--- src/rtl/ifgc_defs.svh ---
// Constants of the IF frequency gate counter: clock, map, codes and counts
`ifndef IFGC_DEFS_SVH
`define IFGC_DEFS_SVH

`define IFGC_CLK_HZ 40000000
`define IFGC_TICK_HZ 1000
`define IFGC_REF_1K 26'h00003E8
`define IFGC_REF_100K 26'h00186A0
`define IFGC_REF_900K 26'h00DBBA0
`define IFGC_ACC_MOD 27'h2625A00
`define IFGC_ACC_HALF 26'h1312D00

`define IFGC_ADDR_CFG 3'h0
`define IFGC_ADDR_PINSEL 3'h1
`define IFGC_ADDR_CMD 3'h2
`define IFGC_ADDR_COUNT 3'h3
`define IFGC_ADDR_ISTAT 3'h4
`define IFGC_ADDR_IMASK 3'h5

`define IFGC_CMD_CLEAR_BIT 0
`define IFGC_CMD_START_BIT 1
`define IFGC_ST_OPEN_BIT 0
`define IFGC_ST_GATE_BIT 1
`define IFGC_EV_DONE_BIT 0
`define IFGC_EV_SAT_BIT 1

`define IFGC_SEL_EXT 2'h0
`define IFGC_SEL_AM 2'h1
`define IFGC_SEL_FM 2'h2
`define IFGC_GT_1MS 2'h0
`define IFGC_GT_4MS 2'h1
`define IFGC_GT_8MS 2'h2
`define IFGC_GT_OPEN 2'h3
`define IFGC_MS_1 4'h1
`define IFGC_MS_4 4'h4
`define IFGC_MS_8 4'h8
`define IFGC_GP_A 2'h1
`define IFGC_GP_B 2'h2
`define IFGC_REFSEL_100K 2'h1
`define IFGC_REFSEL_900K 2'h2
`define IFGC_COUNT_MAX 16'hFFFF

`endif

--- src/rtl/ifgc_pkg.sv ---
// Types shared by the IF frequency gate counter
package ifgc_pkg;
    typedef struct packed {
        logic [1:0] gate_time_select;
        logic [1:0] count_input_select;
    } ifgc_cfg_t;
    typedef struct packed {
        logic [1:0] ref_select;
        logic [1:0] gate_pin_select;
    } ifgc_pinsel_t;
    typedef struct packed {
        logic gate_b_en;
        logic gate_a_en;
        logic am_if_en;
        logic fm_if_en;
    } ifgc_pin_cfg_t;
    typedef enum logic [3:0] {
        ST_IDLE = 4'b0001,
        ST_ARM = 4'b0010,
        ST_OPEN = 4'b0100,
        ST_FREE = 4'b1000
    } ifgc_state_t;
endpackage

--- src/rtl/ifgc_top.sv ---
// IF frequency gate counter: IF pin counting and external gate counting
`timescale 1ns/10ps
`include "ifgc_defs.svh"

// Notes on behaviour
// - Count holds at all ones until cleared
// - IF gate times divided from system clock
// - IF counts input rises; high at open counts
// - External gate counts reference rises, +1 -0
// - References divided from system clock
// - Select 10 is FM pin, gate 10 8ms
// - Select 00 is external gate counting
// - Gate pin select 01 routes pin A
// - Watchdog reset returns pins to input
// - Clock stop, CE reset release pin functions
// - Halt keeps pin configuration unchanged
// - Start raises status; IF gate opens on tick, external gate on gate rise
// - FM input halved, AM input undivided
// - External gate open rise to rise
module ifgc_top #(
    parameter int TICK_CYCLES = `IFGC_CLK_HZ / `IFGC_TICK_HZ
) (
    input wire logic mclk,
    input wire logic rst_n,
    input wire logic [2:0] addr,
    input wire logic [15:0] wdata,
    input wire logic wr,
    input wire logic rd,
    output logic [15:0] rdata,
    input wire logic fm_if_input_pin,
    input wire logic am_if_input_pin,
    input wire logic ext_gate_pin_a,
    input wire logic ext_gate_pin_b,
    input wire logic watchdog_stack_reset,
    input wire logic ce_reset,
    input wire logic clock_stop,
    input wire logic halt,
    output ifgc_pkg::ifgc_pin_cfg_t pin_cfg,
    output logic gate_dir_clear,
    output logic irq
);
    import ifgc_pkg::*;

    ifgc_cfg_t cfg_reg;
    ifgc_pinsel_t pinsel_reg;
    ifgc_state_t state_reg;
    ifgc_pin_cfg_t pin_cfg_reg;
    logic [15:0] count_reg;
    logic [15:0] rdata_reg;
    logic [1:0] istat_reg;
    logic [1:0] imask_reg;
    logic irq_reg;
    logic gate_dir_clear_reg;
    logic gate_open_status_flag;
    logic gate_state_flag;
    logic [15:0] tick_cnt_reg;
    logic tick_reg;
    logic [25:0] acc_reg;
    logic ref_reg;
    logic fm_prev_reg;
    logic fm_div_reg;
    logic in_prev_reg;
    logic gate_prev_reg;
    logic [3:0] ms_left_reg;

    logic wr_ok;
    logic cmd_wr;
    logic start_wr;
    logic clear_wr;
    logic ext_mode;
    logic if_mode;
    logic release_fn;
    logic counting;
    logic cnt_in;
    logic cnt_rise;
    logic gate_in;
    logic gate_rise;
    logic close_ev;
    logic sat_ev;
    logic [25:0] ref_inc;
    logic [26:0] acc_sum;
    logic [3:0] ms_load;

    // Register writes are CPU actions and cannot occur while the CPU is halted
    assign wr_ok = wr & ~halt;
    assign cmd_wr = wr_ok & (addr == `IFGC_ADDR_CMD);
    assign start_wr = cmd_wr & wdata[`IFGC_CMD_START_BIT];
    assign clear_wr = cmd_wr & wdata[`IFGC_CMD_CLEAR_BIT];
    assign ext_mode = (cfg_reg.count_input_select == `IFGC_SEL_EXT);
    assign if_mode = (cfg_reg.count_input_select == `IFGC_SEL_AM) |
                     (cfg_reg.count_input_select == `IFGC_SEL_FM);
    assign release_fn = ce_reset | clock_stop;
    assign counting = (state_reg == ST_OPEN) | (state_reg == ST_FREE);

    always_comb begin
        unique case (cfg_reg.count_input_select)
            `IFGC_SEL_EXT: cnt_in = ref_reg;
            `IFGC_SEL_FM: cnt_in = fm_div_reg;
            `IFGC_SEL_AM: cnt_in = am_if_input_pin;
            default: cnt_in = 1'b0;
        endcase
    end

    always_comb begin
        unique case (pinsel_reg.gate_pin_select)
            `IFGC_GP_A: gate_in = ext_gate_pin_a;
            `IFGC_GP_B: gate_in = ext_gate_pin_b;
            default: gate_in = 1'b0;
        endcase
    end

    always_comb begin
        unique case (pinsel_reg.ref_select)
            `IFGC_REFSEL_100K: ref_inc = `IFGC_REF_100K;
            `IFGC_REFSEL_900K: ref_inc = `IFGC_REF_900K;
            default: ref_inc = `IFGC_REF_1K;
        endcase
    end

    always_comb begin
        unique case (cfg_reg.gate_time_select)
            `IFGC_GT_4MS: ms_load = `IFGC_MS_4;
            `IFGC_GT_8MS: ms_load = `IFGC_MS_8;
            default: ms_load = `IFGC_MS_1;
        endcase
    end

    assign cnt_rise = counting & cnt_in & ~in_prev_reg;
    assign gate_rise = gate_in & ~gate_prev_reg;
    assign close_ev = (state_reg == ST_OPEN) &
                      (ext_mode ? gate_rise : (tick_reg & (ms_left_reg == `IFGC_MS_1)));
    assign sat_ev = cnt_rise & (count_reg == (`IFGC_COUNT_MAX - 16'h0001));
    assign acc_sum = {1'b0, acc_reg} + {1'b0, ref_inc};

    // 1 kHz tick divided down from the system clock
    always_ff @(posedge mclk or negedge rst_n) begin
        if (!rst_n) begin
            tick_cnt_reg <= 16'h0000;
            tick_reg <= 1'b0;
        end else if (tick_cnt_reg == 16'(TICK_CYCLES - 1)) begin
            tick_cnt_reg <= 16'h0000;
            tick_reg <= 1'b1;
        end else begin
            tick_cnt_reg <= tick_cnt_reg + 16'h0001;
            tick_reg <= 1'b0;
        end
    end

    // Phase accumulator keeps 900 kHz exact on average; edges jitter by one cycle
    always_ff @(posedge mclk or negedge rst_n) begin
        if (!rst_n) begin
            acc_reg <= 26'h0000000;
            ref_reg <= 1'b0;
        end else begin
            if (acc_sum >= `IFGC_ACC_MOD) begin
                acc_reg <= 26'(acc_sum - `IFGC_ACC_MOD);
            end else begin
                acc_reg <= acc_sum[25:0];
            end
            ref_reg <= (acc_reg >= `IFGC_ACC_HALF);
        end
    end

    // FM input halved before it reaches the counter
    always_ff @(posedge mclk or negedge rst_n) begin
        if (!rst_n) begin
            fm_prev_reg <= 1'b0;
            fm_div_reg <= 1'b0;
        end else begin
            fm_prev_reg <= fm_if_input_pin;
            if (fm_if_input_pin & ~fm_prev_reg) begin
                fm_div_reg <= ~fm_div_reg;
            end
        end
    end

    // Edge history; IF history is forced low outside the gate so a high level counts
    always_ff @(posedge mclk or negedge rst_n) begin
        if (!rst_n) begin
            in_prev_reg <= 1'b0;
            gate_prev_reg <= 1'b0;
        end else begin
            in_prev_reg <= (counting | ext_mode) ? cnt_in : 1'b0;
            gate_prev_reg <= gate_in;
        end
    end

    // Configuration registers
    always_ff @(posedge mclk or negedge rst_n) begin
        if (!rst_n) begin
            cfg_reg <= '0;
            pinsel_reg <= '0;
        end else if (watchdog_stack_reset) begin
            cfg_reg <= '0;
            pinsel_reg <= '0;
        end else if (release_fn) begin
            cfg_reg.count_input_select <= `IFGC_SEL_EXT;
            pinsel_reg.gate_pin_select <= 2'h0;
        end else if (wr_ok) begin
            if (addr == `IFGC_ADDR_CFG) begin
                cfg_reg <= wdata[3:0];
            end
            if (addr == `IFGC_ADDR_PINSEL) begin
                pinsel_reg <= wdata[3:0];
            end
        end
    end

    // Pin functions follow the selections; nothing else changes them, so halt keeps them
    always_ff @(posedge mclk or negedge rst_n) begin
        if (!rst_n) begin
            pin_cfg_reg <= '0;
            gate_dir_clear_reg <= 1'b0;
        end else begin
            pin_cfg_reg.fm_if_en <= (cfg_reg.count_input_select == `IFGC_SEL_FM);
            pin_cfg_reg.am_if_en <= (cfg_reg.count_input_select == `IFGC_SEL_AM);
            pin_cfg_reg.gate_a_en <= ext_mode & (pinsel_reg.gate_pin_select == `IFGC_GP_A);
            pin_cfg_reg.gate_b_en <= ext_mode & (pinsel_reg.gate_pin_select == `IFGC_GP_B);
            // Only the watchdog path turns gate pins back to inputs
            gate_dir_clear_reg <= watchdog_stack_reset;
        end
    end

    // Gate sequencer
    always_ff @(posedge mclk or negedge rst_n) begin
        if (!rst_n) begin
            state_reg <= ST_IDLE;
            ms_left_reg <= 4'h0;
        end else if (watchdog_stack_reset | release_fn) begin
            state_reg <= ST_IDLE;
            ms_left_reg <= 4'h0;
        end else begin
            unique case (state_reg)
                ST_IDLE: begin
                    if (if_mode & (cfg_reg.gate_time_select == `IFGC_GT_OPEN)) begin
                        state_reg <= ST_FREE;
                    end else if (start_wr) begin
                        state_reg <= ST_ARM;
                    end
                end
                ST_ARM: begin
                    if (ext_mode ? gate_rise : tick_reg) begin
                        state_reg <= ST_OPEN;
                        ms_left_reg <= ms_load;
                    end
                end
                ST_OPEN: begin
                    if (close_ev) begin
                        state_reg <= ST_IDLE;
                    end else if (tick_reg & ~ext_mode) begin
                        ms_left_reg <= ms_left_reg - 4'h1;
                    end
                end
                ST_FREE: begin
                    // A start here is ignored; the open gate ends by reselection, watchdog reset, CE reset or clock stop
                    if (!(if_mode & (cfg_reg.gate_time_select == `IFGC_GT_OPEN))) begin
                        state_reg <= ST_IDLE;
                    end
                end
            endcase
        end
    end

    // Gate status flags
    always_ff @(posedge mclk or negedge rst_n) begin
        if (!rst_n) begin
            gate_open_status_flag <= 1'b0;
            gate_state_flag <= 1'b0;
        end else if (watchdog_stack_reset | release_fn) begin
            gate_open_status_flag <= 1'b0;
            gate_state_flag <= 1'b0;
        end else begin
            if (start_wr & (state_reg == ST_IDLE) &
                ~(if_mode & (cfg_reg.gate_time_select == `IFGC_GT_OPEN))) begin
                gate_open_status_flag <= 1'b1;
            end else if (close_ev) begin
                gate_open_status_flag <= 1'b0;
            end
            gate_state_flag <= ~ext_mode & (counting & ~close_ev | ((state_reg == ST_ARM) &
                               tick_reg) | (state_reg == ST_IDLE) & if_mode &
                               (cfg_reg.gate_time_select == `IFGC_GT_OPEN));
        end
    end

    // 16-bit counter
    always_ff @(posedge mclk or negedge rst_n) begin
        if (!rst_n) begin
            count_reg <= 16'h0000;
        end else if (clear_wr) begin
            count_reg <= 16'h0000;
        end else if (cnt_rise & (count_reg != `IFGC_COUNT_MAX)) begin
            count_reg <= count_reg + 16'h0001;
        end
    end

    // Interrupt status, mask and output; a new event beats a same-cycle clear
    always_ff @(posedge mclk or negedge rst_n) begin
        if (!rst_n) begin
            istat_reg <= 2'h0;
            imask_reg <= 2'h0;
            irq_reg <= 1'b0;
        end else begin
            if (wr_ok & (addr == `IFGC_ADDR_ISTAT)) begin
                istat_reg <= (istat_reg & ~wdata[1:0]) | {sat_ev, close_ev};
            end else begin
                istat_reg <= istat_reg | {sat_ev, close_ev};
            end
            if (wr_ok & (addr == `IFGC_ADDR_IMASK)) begin
                imask_reg <= wdata[1:0];
            end
            irq_reg <= |(istat_reg & imask_reg);
        end
    end

    // Read data stands only in the cycle after the strobe
    always_ff @(posedge mclk or negedge rst_n) begin
        if (!rst_n) begin
            rdata_reg <= 16'h0000;
        end else if (rd) begin
            unique case (addr)
                `IFGC_ADDR_CFG: rdata_reg <= {12'h000, cfg_reg};
                `IFGC_ADDR_PINSEL: rdata_reg <= {12'h000, pinsel_reg};
                `IFGC_ADDR_CMD: rdata_reg <= {14'h0000, gate_state_flag,
                                              gate_open_status_flag};
                `IFGC_ADDR_COUNT: rdata_reg <= count_reg;
                `IFGC_ADDR_ISTAT: rdata_reg <= {14'h0000, istat_reg};
                `IFGC_ADDR_IMASK: rdata_reg <= {14'h0000, imask_reg};
                default: rdata_reg <= 16'h0000;
            endcase
        end else begin
            rdata_reg <= 16'h0000;
        end
    end

    assign rdata = rdata_reg;
    assign pin_cfg = pin_cfg_reg;
    assign gate_dir_clear = gate_dir_clear_reg;
    assign irq = irq_reg;
endmodule

--- config.mk ---
export PLATFORM = sky130hd
export DESIGN_NAME = ifgc_top
export DESIGN_NICKNAME = d
export VERILOG_FILES = /design/src/rtl/ifgc_pkg.sv /design/src/rtl/ifgc_top.sv
export VERILOG_INCLUDE_DIRS = /design/src /design/src/rtl
export SDC_FILE = /design/constraint.sdc
export NUM_CORES = 1
export LEC_CHECK = 0
export BUFFER_PORTS_ARGS = -buffer_cell sky130_fd_sc_hd__buf_4
export CAP_MARGIN = 20
export CORE_AREA = 2 2 105 107
export DETAILED_ROUTE_END_ITERATION = 8
export DIE_AREA = 0 0 107 109
export HOLD_SLACK_MARGIN = 0.03
export PLACE_DENSITY_LB_ADDON = 0.12
export SLEW_MARGIN = 20
export SYNTH_ARGS = -nofsm -noshare
export SYNTH_HDL_FRONTEND = slang
export SYNTH_SLANG_ARGS = --single-unit
export TNS_END_PERCENT = 20
--- constraint.sdc ---
create_clock -name mclk -period 4.5 [get_ports mclk]
set_input_delay 0.225 -clock mclk [delete_from_list [all_inputs] [get_ports mclk]]
set_output_delay 0.225 -clock mclk [all_outputs]
set_load 0.01 [all_outputs]
==> flow_summary.yaml <==
job:
  maxCapViolCount: 0
hold_path:
  hold_class: "in -> reg"
grt:
  grt_use_met2_pct: 38.4
  track_usage_pct: 23.0
  grt-busiest-layer: "met2"
  grt_first_pass_wirelength_um: 21300
  grt_overflow: 0
  grt_antenna_before_repair: 0
  grt_util_met3_pct: 3.11
  use_met1_pct: 30.4
  grt_pass1_vias: 4538
  grt_max_degree: 74
setup_path:
  timing.rr.end: "acc_reg[23]"
  arrival_ns: 4.37
  cp-end-kind: "flop"
  crit-reg2reg-launch: "pinsel_reg[2]"
  reg2regPathDepth: 17
  crit_path_start: "pinsel_reg[2]"
  cp_max_fo: 17
  rrSetupSlack_ns: 0.40
  endpoint: "acc_reg[23]"
  path_class: "reg -> reg"
  critPathRequiredTime_ns: 4.77
  startpoint_type: "flop"
sta:
  slew_headroom_pct: 32.4
  grt_setup_unrepaired: "no"
  timing.final.crit_period_ns: 4.10
  maxSlewViolCount: 0
  finClkSkew_ns: 0.00894
  max_freq_ghz: 0.244
  post-route-period-util_pct: 91.2
  worst_pin_slew_ns: 1.01
  timing_hold_violations_final: 0
  setup_viol: 0
  timing.hold.ws_ns: 0.0667
  fin_ws_ns: 0.397
  tns_ns: 0
pwr:
  p_leak_nw: 2.99
  peakVddDrop_mv: 0.347
  power.density_cell_area_mw_per_mm2: 393
yosys:
  yosys-top-cells-area: "dfrtp_1, xnor2_1, ha_1"
  synth_warnings: 0
  syn_area_mm2: 0.00615
  syn_avg_cell_area_um2: 9.49
  postSynth.asyncResetShare_pct: 100
  synth_top_area_share_pct: 42.3
  synthFlopType: "dfrtp_1"
  synth-seq-area-share_pct: 42.7
  syn_inst: 648
  synth_fp_nets: 704
  yosysUniqueCellTypes: 72
  synth_top_cell_by_area: "dfrtp_1"
  yosys_register_bits: 105
  synth_edf_count: 0
clocking:
  clockBufferDepth: 2
  hold_buffers: 3
  root_buffer: "clkbuf_8"
  cts_tree: "yes"
  ctsResizeCount: 0
  clock-sinks: 105
  postCtsSetupBuffers: 0
  htreeDepth: 3
  clkTransAtPathRegs_ns: 0.10
  cts_buffers: 9
  clkLatencyLatePin_ns: 0.38
cells_and_area:
  final_cell_mix: "dfrtp_1, nor2_1, nand2_1"
  final_common_cell: "dfrtp_1"
  final_layout_size_suffix_gt1_share_pct: 11.3
  largest_reg_flops: 23
  design_area_mm2: 0.00674
  n_antenna_cell: 0
  nNetsFinal: 741
  syn_to_final_growth_pct: 9.64
routing:
  wl_per_cell_um: 14.9
  drt-total-wl_um: 12400
  drt-initial-drc-count: 237
  vias: 4758
  firstDrtPassIters: 5
  vias_per_cell: 5.74
  drc: 0
  ant_nets: 0
floorplan:
  ioPinCount: 53
  start_util_pct: 58.0
  fp.dieArea_mm2: 0.0117
  die_h_um: 109
  core-area_mm2: 0.0106
  rows: 38
  die_width_um: 107
place:
  dpl.hpwl_um: 9100
  dp_slack_ns: 0.432
  gp_congestion: 0.852
  portBuffers: 40
  dpl_cell_area_mm2: 0.00653
status:
  status: "complete, no violations"
worst max-delay path, stage by stage, from the launching register on:
cell     delay [ns]
dfrtp_1        0.43
inv_1          0.09
ha_1           0.40
ha_1           0.25
ha_1           0.22
o21ai_1        0.26
a21oi_1        0.17
xor2_1         0.21
inv_1          0.09
ha_1           0.14
nand2_1        0.04
o41ai_1        0.42
a311o_1        0.26
a31oi_1        0.15
o31ai_4        0.26
buf_4          0.26
o21ai_0        0.14
xor2_1         0.18
cell type report:
class | instances | area, µm²
Sequential cell | 105 | 2630
Inverter | 29 | 109
Fill cell | 879 | 3860
Multi-Input combinational cell | 492 | 3280
Timing Repair Buffer | 48 | 368
Clock inverter | 4 | 53.8
Tap cell | 140 | 175
Clock buffer | 11 | 131
per-layer routing:
layer  up-vias  wire, µm
li1       2335         -
met1      2293      5700
met2       109      5950
met3        21       434
met4         0       267
met5         -         0
how the worst min path moves through the flow:
| stage | start | endpoint | slack, ns | cells past startpoint |
|---|---|---|---|---|
| 2_1_floorplan | rst_n | acc_reg[10] | -0.07 | 0 |
| 5_1_grt | rd | rdata[0] | 0.06 | 2 |
| 3_3_place_gp | fm_if_input_pin | fm_prev_reg | 0.35 | 1 |
| 3_5_place_dp | fm_if_input_pin | fm_prev_reg | 0.35 | 1 |
| 6_report | rd | rdata[0] | 0.07 | 2 |
| 4_1_cts | rd | rdata[0] | 0.05 | 2 |
synthesized netlist by cell type, drive strengths merged (6+ instances only):
cell,n
a31oi,10
o21ai,28
ha,25
nand4,7
nand2,56
dfrtp,104
nand3b,6
and2,17
nor3,27
nor2,71
buf,12
nand3,28
clkbuf,10
xnor2,41
a21oi,24
xor2,27
nand2b,6
mux2i,16
inv,29
a21o,6
or3,10
where the power goes:
part	switching [W]	internal, W
registers	0.000151	0.00104
clock network	0.000322	0.000257
logic	0.000539	0.000349
logic make-up (layout without fill, tap and decap cells):
logic type / count (synthesis) / count (layout) / share of synthesized area (%)
compound gates: 114 / 114 / 13.2
mux: 18 / 18 / 2.97
fa+ha+maj: 25 / 25 / 5.09
simple gates: 267 / 267 / 22.2
xor+xnor: 68 / 68 / 9.81
buf+inv: 51 / 92 / 3.97
flops: 105 / 105 / 42.7
per-stage QoR:
stage	utilization [%]	cells	power (W)
finish	63.6	829	0.00265
global placement	61.6	811	0.00205
global route	63.6	829	0.00284
floorplan	-	648	0.00185
detailed placement	61.6	811	0.00207
CTS	63.6	829	0.00267
(Power assumes the default switching activity.)
